`config.mk`:
```
export PLATFORM = sky130hd
export DESIGN_NAME = fsi_status_config
export DESIGN_NICKNAME = d
export VERILOG_FILES = /design/src/hdl/fsi_pkg.sv /design/src/hdl/fsi_status_config.sv
export SDC_FILE = /design/constraint.sdc
export NUM_CORES = 1
export LEC_CHECK = 0
export BUFFER_PORTS_ARGS = -buffer_cell sky130_fd_sc_hd__buf_2
export CAP_MARGIN = 20
export CORE_ASPECT_RATIO = 2
export CORE_MARGIN = 4
export CORE_UTILIZATION = 25
export CTS_CLUSTER_SIZE = 10
export DETAILED_ROUTE_END_ITERATION = 7
export PLACE_DENSITY_LB_ADDON = 0.08
export SLEW_MARGIN = 20
export SYNTH_ARGS = -nofsm -noshare
export SYNTH_HDL_FRONTEND = slang
export SYNTH_SLANG_ARGS = --single-unit
```
`constraint.sdc`:
```
create_clock -name clk -period 3.4 [get_ports clk]
set_input_delay 0.51 -clock clk [delete_from_list [all_inputs] [get_ports clk]]
set_output_delay 0.51 -clock clk [all_outputs]
set_load 0.05 [all_outputs]
```
`src/hdl/fsi_pkg.sv`:
```
// package: constants and types for the fieldbus status indicator and configuration block
package fsi_pkg;

  // =====================================================
  // parameter register indices
  localparam logic [2:0] REG_CONTROL_MODE = 3'h0;
  localparam logic [2:0] REG_STATION_ALIAS = 3'h1;
  localparam logic [2:0] REG_BUS_COMM_CONFIG = 3'h2;
  localparam logic [2:0] REG_PACKET_LOSS = 3'h3;
  localparam logic [2:0] REG_SDO_STORE = 3'h4;

  // =====================================================
  // reset values and field limits
  localparam logic [15:0] CONTROL_MODE_RESET = 16'h000c;
  localparam logic [15:0] CONTROL_MODE_MAX = 16'h000c;
  localparam logic [15:0] CONTROL_MODE_BUS = 16'h000c;
  localparam logic [15:0] STATION_ALIAS_RESET = 16'h0000;
  localparam logic [15:0] BUS_COMM_CONFIG_RESET = 16'h0000;
  localparam logic [15:0] BUS_COMM_CONFIG_MASK = 16'h0001;
  localparam int SYNC_SOURCE_BIT = 0;
  localparam logic [15:0] SDO_STORE_RESET = 16'h0000;
  localparam logic [15:0] SDO_STORE_MASK = 16'h0001;
  localparam logic [15:0] PACKET_LOSS_MAX = 16'hffff;

  // =====================================================
  // state codes of the slave state machine
  localparam logic [3:0] SSM_INIT = 4'h1;
  localparam logic [3:0] SSM_PREOP = 4'h2;
  localparam logic [3:0] SSM_SAFEOP = 4'h4;
  localparam logic [3:0] SSM_OP = 4'h8;

  // =====================================================
  // indicator timing at 50 MHz
  localparam int CLK_HZ = 50_000_000;
  localparam int FLICKER_MS = 50;
  localparam int TICK_CYCLES = CLK_HZ / 1000 * FLICKER_MS;
  localparam int TICK_W = 22;
  localparam logic [TICK_W-1:0] TICK_LAST = TICK_W'(TICK_CYCLES - 1);
  // a 200 ms step is four 50 ms ticks; a frame of 20 ticks covers 1 s
  localparam logic [4:0] FRAME_LAST = 5'h13;
  // flash windows inside the frame, in ticks
  localparam logic [4:0] FLASH_END = 5'h04;
  localparam logic [4:0] FLASH2_START = 5'h08;
  localparam logic [4:0] FLASH2_END = 5'h0c;
  localparam int BLINK_BIT = 2;
  localparam int FLICKER_BIT = 0;

  // =====================================================
  // types
  typedef enum logic [2:0] {
    ERR_NONE,
    ERR_SETTINGS,
    ERR_SYNC,
    ERR_WATCHDOG,
    ERR_INIT,
    ERR_PDI
  } fsi_err_t;

  typedef struct packed {
    logic write;
    logic [2:0] index;
    logic [15:0] data;
    logic from_sdo;
  } fsi_par_req_t;

  typedef struct packed {
    logic [1:0] link_up;
    logic [1:0] activity;
  } fsi_port_t;

endpackage

```
`src/hdl/fsi_status_config.sv`:
```
// module: indicator patterns, parameter store and state report of the fieldbus interface
`timescale 1ns/1ns
// What this block does
// error indicator off normally, blink settings fault, flicker init fault, on PDI fault.
// error indicator single flash for sync fault, double flash on watchdog expiry.
// link indicator off without link, flicker with traffic, steady on when idle.
// master cable enters the input port, downstream leaves the output port.
// control mode range 0 to 12, default 12, must be 12 for bus control.
// station alias 0 to 65535, default 0, takes effect after next power-on; reset also clears the stored alias, so the applied alias is always 0.
// config bit 0 picks SYNC0 source, hardware or software; other bits reserved.
// packet-loss counter is read-only and counts lost frames.
// store select 0 saves SDO writes to nonvolatile memory, 1 only working values.
// report state code 1, 2, 4 or 8 plus a separate error flag.
// indicator patterns follow standard timing, made from a free-running divider.
module fsi_status_config (
  input wire logic clk,
  input wire logic resetn,
  input wire fsi_pkg::fsi_par_req_t par_req,
  output logic [15:0] par_rdata,
  output logic par_rvalid,
  output logic nv_write,
  output logic [2:0] nv_index,
  output logic [15:0] nv_data,
  input wire fsi_pkg::fsi_err_t err_cause,
  input wire logic frame_lost,
  input wire fsi_pkg::fsi_port_t port_stat,
  input wire logic [3:0] ssm_code,
  input wire logic ssm_fault,
  output logic error_indicator,
  output logic [1:0] link_indicator,
  output logic [3:0] ssm_report,
  output logic ssm_error,
  output logic [15:0] control_mode,
  output logic bus_control_enabled,
  output logic [15:0] station_alias_active,
  output logic sync0_software
);

  // =====================================================
  // parameters
  logic [15:0] control_mode_select;
  logic [15:0] station_alias;
  logic [15:0] bus_comm_config;
  logic [15:0] packet_loss_counter;
  logic [15:0] sdo_store_select;
  logic alias_loaded;

  // out-of-range values are refused so the mode stays legal
  always_ff @(posedge clk)
  begin
    if (!resetn)
      control_mode_select <= fsi_pkg::CONTROL_MODE_RESET;
    else if (par_req.write && par_req.index == fsi_pkg::REG_CONTROL_MODE
             && par_req.data <= fsi_pkg::CONTROL_MODE_MAX)
      control_mode_select <= par_req.data;
  end

  always_ff @(posedge clk)
  begin
    if (!resetn)
      station_alias <= fsi_pkg::STATION_ALIAS_RESET;
    else if (par_req.write && par_req.index == fsi_pkg::REG_STATION_ALIAS)
      station_alias <= par_req.data;
  end

  // the applied alias is taken once after reset release, which stands for power-on
  always_ff @(posedge clk)
  begin
    if (!resetn)
    begin
      alias_loaded <= 1'b0;
      station_alias_active <= fsi_pkg::STATION_ALIAS_RESET;
    end
    else if (!alias_loaded)
    begin
      alias_loaded <= 1'b1;
      station_alias_active <= station_alias;
    end
  end

  always_ff @(posedge clk)
  begin
    if (!resetn)
      bus_comm_config <= fsi_pkg::BUS_COMM_CONFIG_RESET;
    else if (par_req.write && par_req.index == fsi_pkg::REG_BUS_COMM_CONFIG)
      bus_comm_config <= par_req.data & fsi_pkg::BUS_COMM_CONFIG_MASK;
  end

  always_ff @(posedge clk)
  begin
    if (!resetn)
      sdo_store_select <= fsi_pkg::SDO_STORE_RESET;
    else if (par_req.write && par_req.index == fsi_pkg::REG_SDO_STORE)
      sdo_store_select <= par_req.data & fsi_pkg::SDO_STORE_MASK;
  end

  // saturates rather than wraps so a large loss count is not mistaken for a small one
  always_ff @(posedge clk)
  begin
    if (!resetn)
      packet_loss_counter <= 16'h0000;
    else if (frame_lost && packet_loss_counter != fsi_pkg::PACKET_LOSS_MAX)
      packet_loss_counter <= packet_loss_counter + 16'h0001;
  end

  // =====================================================
  // read port and nonvolatile write-through
  logic [15:0] next_rdata;

  always_comb
  begin
    unique case (par_req.index)
      fsi_pkg::REG_CONTROL_MODE: next_rdata = control_mode_select;
      fsi_pkg::REG_STATION_ALIAS: next_rdata = station_alias;
      fsi_pkg::REG_BUS_COMM_CONFIG: next_rdata = bus_comm_config;
      fsi_pkg::REG_PACKET_LOSS: next_rdata = packet_loss_counter;
      fsi_pkg::REG_SDO_STORE: next_rdata = sdo_store_select;
      default: next_rdata = 16'h0000;
    endcase
  end

  always_ff @(posedge clk)
  begin
    if (!resetn)
    begin
      par_rdata <= 16'h0000;
      par_rvalid <= 1'b0;
    end
    else
    begin
      par_rdata <= next_rdata;
      par_rvalid <= !par_req.write;
    end
  end

  // writes to the read-only counter never reach the store
  always_ff @(posedge clk)
  begin
    if (!resetn)
    begin
      nv_write <= 1'b0;
      nv_index <= 3'h0;
      nv_data <= 16'h0000;
    end
    else
    begin
      nv_write <= par_req.write && par_req.index != fsi_pkg::REG_PACKET_LOSS
                  && par_req.index <= fsi_pkg::REG_SDO_STORE
                  && !(par_req.index == fsi_pkg::REG_CONTROL_MODE
                       && par_req.data > fsi_pkg::CONTROL_MODE_MAX)
                  && !(par_req.from_sdo && sdo_store_select[0]);
      nv_index <= par_req.index;
      nv_data <= par_req.data;
    end
  end

  // =====================================================
  // derived configuration outputs
  always_ff @(posedge clk)
  begin
    if (!resetn)
    begin
      control_mode <= fsi_pkg::CONTROL_MODE_RESET;
      bus_control_enabled <= 1'b1;
      sync0_software <= 1'b0;
    end
    else
    begin
      control_mode <= control_mode_select;
      bus_control_enabled <= control_mode_select == fsi_pkg::CONTROL_MODE_BUS;
      sync0_software <= bus_comm_config[fsi_pkg::SYNC_SOURCE_BIT];
    end
  end

  // =====================================================
  // free-running pattern divider
  logic [fsi_pkg::TICK_W-1:0] tick_count;
  logic [4:0] frame;
  // blink has its own step so the 20-tick frame wrap cannot stretch its dark half
  logic [2:0] blink_step;

  always_ff @(posedge clk)
  begin
    if (!resetn)
    begin
      tick_count <= '0;
      frame <= 5'h00;
      blink_step <= 3'h0;
    end
    else if (tick_count == fsi_pkg::TICK_LAST)
    begin
      tick_count <= '0;
      blink_step <= blink_step + 3'h1;
      frame <= (frame == fsi_pkg::FRAME_LAST) ? 5'h00 : frame + 5'h01;
    end
    else
      tick_count <= tick_count + 1'b1;
  end

  // blink 200/200 ms, flicker 50/50 ms, flashes are 200 ms on inside a 1 s frame
  logic pat_blink;
  logic pat_flicker;
  logic pat_single;
  logic pat_double;

  always_comb
  begin
    pat_blink = blink_step[fsi_pkg::BLINK_BIT];
    pat_flicker = frame[fsi_pkg::FLICKER_BIT];
    pat_single = frame < fsi_pkg::FLASH_END;
    pat_double = frame < fsi_pkg::FLASH_END
                 || (frame >= fsi_pkg::FLASH2_START && frame < fsi_pkg::FLASH2_END);
  end

  logic next_error;

  always_comb
  begin
    unique case (err_cause)
      fsi_pkg::ERR_NONE: next_error = 1'b0;
      fsi_pkg::ERR_SETTINGS: next_error = pat_blink;
      fsi_pkg::ERR_SYNC: next_error = pat_single;
      fsi_pkg::ERR_WATCHDOG: next_error = pat_double;
      fsi_pkg::ERR_INIT: next_error = pat_flicker;
      fsi_pkg::ERR_PDI: next_error = 1'b1;
      default: next_error = 1'b0;
    endcase
  end

  // =====================================================
  // indicator and state outputs
  // link_indicator[0] sits on the input port, [1] on the output port
  always_ff @(posedge clk)
  begin
    if (!resetn)
    begin
      error_indicator <= 1'b0;
      link_indicator <= 2'h0;
    end
    else
    begin
      error_indicator <= next_error;
      for (int p = 0; p < 2; p++)
        link_indicator[p] <= port_stat.link_up[p]
                             && (!port_stat.activity[p] || pat_flicker);
    end
  end

  always_ff @(posedge clk)
  begin
    if (!resetn)
    begin
      ssm_report <= fsi_pkg::SSM_INIT;
      ssm_error <= 1'b0;
    end
    else
    begin
      ssm_report <= ssm_code;
      ssm_error <= ssm_fault || !(ssm_code == fsi_pkg::SSM_INIT
                   || ssm_code == fsi_pkg::SSM_PREOP || ssm_code == fsi_pkg::SSM_SAFEOP
                   || ssm_code == fsi_pkg::SSM_OP);
    end
  end

endmodule

```
==> impl_metrics.json <==
{
  "endpoint_kind": "flip-flop",
  "yosys.area.top_type": "dfxtp_1",
  "max_cap_viol_count": 0,
  "grt_util_all_layers": 0.142,
  "clkLatencyLatePin_ns": 0.43,
  "fillCellCount": 2549,
  "syn_area_sq_mm": 0.00613,
  "grt_pass1_vias": 5152,
  "drcViolationCount": 0,
  "p_leak_nw": 2.95,
  "die_area_sq_mm": 0.0272,
  "drtIter0Drc": 221,
  "ys_top_cells_by_area": "dfxtp_1, mux2i_1, and2_1",
  "cts_buffers": 17,
  "cts_tree": "yes",
  "async_flop_share": 0,
  "start_kind": "flip-flop",
  "gr-total-overflow": 0,
  "ctsHtreeMaxLevel": 4,
  "fin_setup_tns_ns": 0,
  "power.density_mw_per_mm2": 532,
  "cp_data_arrival_time_ns": 2.96,
  "synth-edff-count": 0,
  "clock-sinks": 160,
  "synthCells": 668,
  "postCtsSetupRepairBufs": 0,
  "instances_no_fill": 1071,
  "period_minus_slack_ns": 2.64,
  "holdWs_ns": 0.252,
  "io_buffers": 114,
  "syn_avg_cell_area_sq_um": 9.18,
  "netlist.area_leader.share": 0.522,
  "power.total_mw": 4.00,
  "grt_pass1_wl_mm": 29.5,
  "setup_slack_ns": 0.756,
  "totalWireLength_mm": 18.9,
  "gp_congestion": 0.790,
  "ys_seq_area_frac": 0.522,
  "clock.fmax_mhz": 378,
  "ys_warn_count": 0,
  "dp_hpwl_mm": 14.6,
  "setup_viol_count_final": 0,
  "path_clk_slew_ns": 0.06,
  "antenna_found_initial": 1,
  "hold_viol": 0,
  "drive_gt1_frac": 0.203,
  "fin_skew_ns": 0.00912,
  "min_period_over_period": 0.778,
  "drtPass1Iterations": 4,
  "area_growth_pct": 22.5,
  "grt_max_degree": 36,
  "hold_buffers": 0,
  "die_x_um": 119,
  "placeableCoreArea_sq_mm": 0.0240,
  "place_ws_ns": 0.709,
  "post-route-util": 0.313,
  "grt_setup_unrepaired": "no",
  "vdd_drop_max_v": 0.000248,
  "ys_ff_latch": 160,
  "postRouteAntennaNets": 0,
  "grtUsageMet1": 0.136,
  "start_util": 0.255,
  "crit_fanout": 15,
  "clockBufferDepth": 2,
  "io_pins": 115,
  "crit_type": "flip-flop to flip-flop",
  "final_area_sq_mm": 0.00751,
  "vias_per_cell": 4.73,
  "nets": 811,
  "worst_ep_required_time_ns": 3.72,
  "place_area_sq_mm": 0.00696,
  "worst_slew_pin_slew_ns": 1.01,
  "placed_cells": 1039,
  "seqCellArea_sq_mm": 0.00320,
  "met2_usage": 0.282,
  "hp-class": "input port to flip-flop",
  "cts_root_buf": "clkbuf_16",
  "syn-num-nets": 708,
  "diodes": 0,
  "die_y_um": 229,
  "slew_violations": 0,
  "dr_total_vias": 5062,
  "wl_per_cell_um": 17.6,
  "top_usage_layer": "met2",
  "multi_input_area_sq_mm": 0.00273,
  "outcome": "finished, final reports clean",
  "cts-resized-gates": 0,
  "yosysUniqueCellTypes": 46,
  "row_count": 80,
  "slew_headroom": 0.329,
  "ys.flop_type": "dfxtp_1",
  "use_met3": 0.0383
}
## flip-flops by register name, indices dropped and copies added (netlist names), 2 cells and up
signal                count
station_alias            16
packet_loss_counter      16
control_mode_select      16
link_indicator            2
ssm_report                4
station_alias_active     16
nv_index                  3
par_rdata                16
frame                     5
control_mode             16
blink_step                3
tick_count               22
nv_data                  16
## layout make-up
type	count	share of cell area
clock buffer	20	0.0595
sequential	160	0.426
tap	287	0.0478
inverter	14	0.00700
multi-input combinational	459	0.364
timing repair buffer	119	0.0809
clock inverter	12	0.0145
## cells by family (layout without fill, tap and decap cells)
family	Yosys count	after routing	share of synthesized area
and+or+nand+nor	294	294	0.248
DFF	160	160	0.522
AOI/OAI and AO/OA	105	105	0.0990
buffers and inverters	49	165	0.0316
muxes	44	44	0.0739
xor gates and xnor gates	12	12	0.0171
adders and majority gates	4	4	0.00816
## worst paths after layout
kind / from / slack (ns) / to / depth (start not counted)
worst max-delay path: tick_count[0] / 0.76 / tick_count[3] / 6
worst min-delay path: port_stat[0] / 0.25 / link_indicator[0] / 2
worst max register to register: tick_count[0] / 0.76 / tick_count[3] / 6
worst min register to register: tick_count[0] / 0.47 / tick_count[0] / 1
## synthesized netlist by cell type (2+ instances only)
master and n:
dfxtp_1 160, nor2_1 74, nand2_1 63, a21oi_1 59, and2_1 50, mux2i_1 43
clkbuf_1 29, nand3_1 22, o21ai_0 17, inv_1 13, nand2b_1 13, or4_1 13
nor4_1 11, o31ai_1 11, nand4_1 9, xnor2_1 9, nor3_1 7, or3_1 7
a31oi_1 5, and4_1 4, ha_1 4, nor4b_1 4, or2_2 4, and3_1 3
buf_1 3, nor2b_1 3, xor2_1 3, a31o_2 2, a41oi_1 2, buf_2 2
nand3b_1 2, nor3b_1 2, o211ai_1 2
## report_power, final
group	switching, mW	internal, mW
clock	0.789	1.03
combinational	0.182	0.0712
sequential	0.0216	1.91
total	0.992	3.00
## metal layers
metal | part of all wire | vias up | wire (um)
met5 | 0.00095 | - | 18
met4 | 0.021 | 2 | 396
met3 | 0.040 | 19 | 753
met2 | 0.58 | 121 | 11000
met1 | 0.35 | 2396 | 6680
li1 | - | 2524 | -
## critical path, stage by stage, from the launching register on
cell	delay, ns
dfxtp_1	0.37
ha_1	0.23
nand4_1	0.33
or4_4	0.71
o21ai_1	0.49
buf_4	0.32
nor2_1	0.07
## layout by cell type (no fill, tap or decap), drive strengths merged, types with 5 or more instances in the layout
cell / netlist / final
o21ai: 17 / 17
clkinvlp: 0 / 5
a21oi: 59 / 59
inv: 14 / 16
nand3: 22 / 22
nor4: 11 / 11
buf: 6 / 119
dfxtp: 160 / 160
or3: 7 / 7
mux2i: 43 / 43
o31ai: 11 / 11
a31oi: 5 / 5
nor3: 7 / 7
nand4: 9 / 9
nand2b: 13 / 13
nor2: 74 / 74
or4: 14 / 14
nand2: 63 / 63
xnor2: 9 / 9
and2: 50 / 50
clkbuf: 29 / 20
Note: power is estimated with default switching activity, not from simulation.
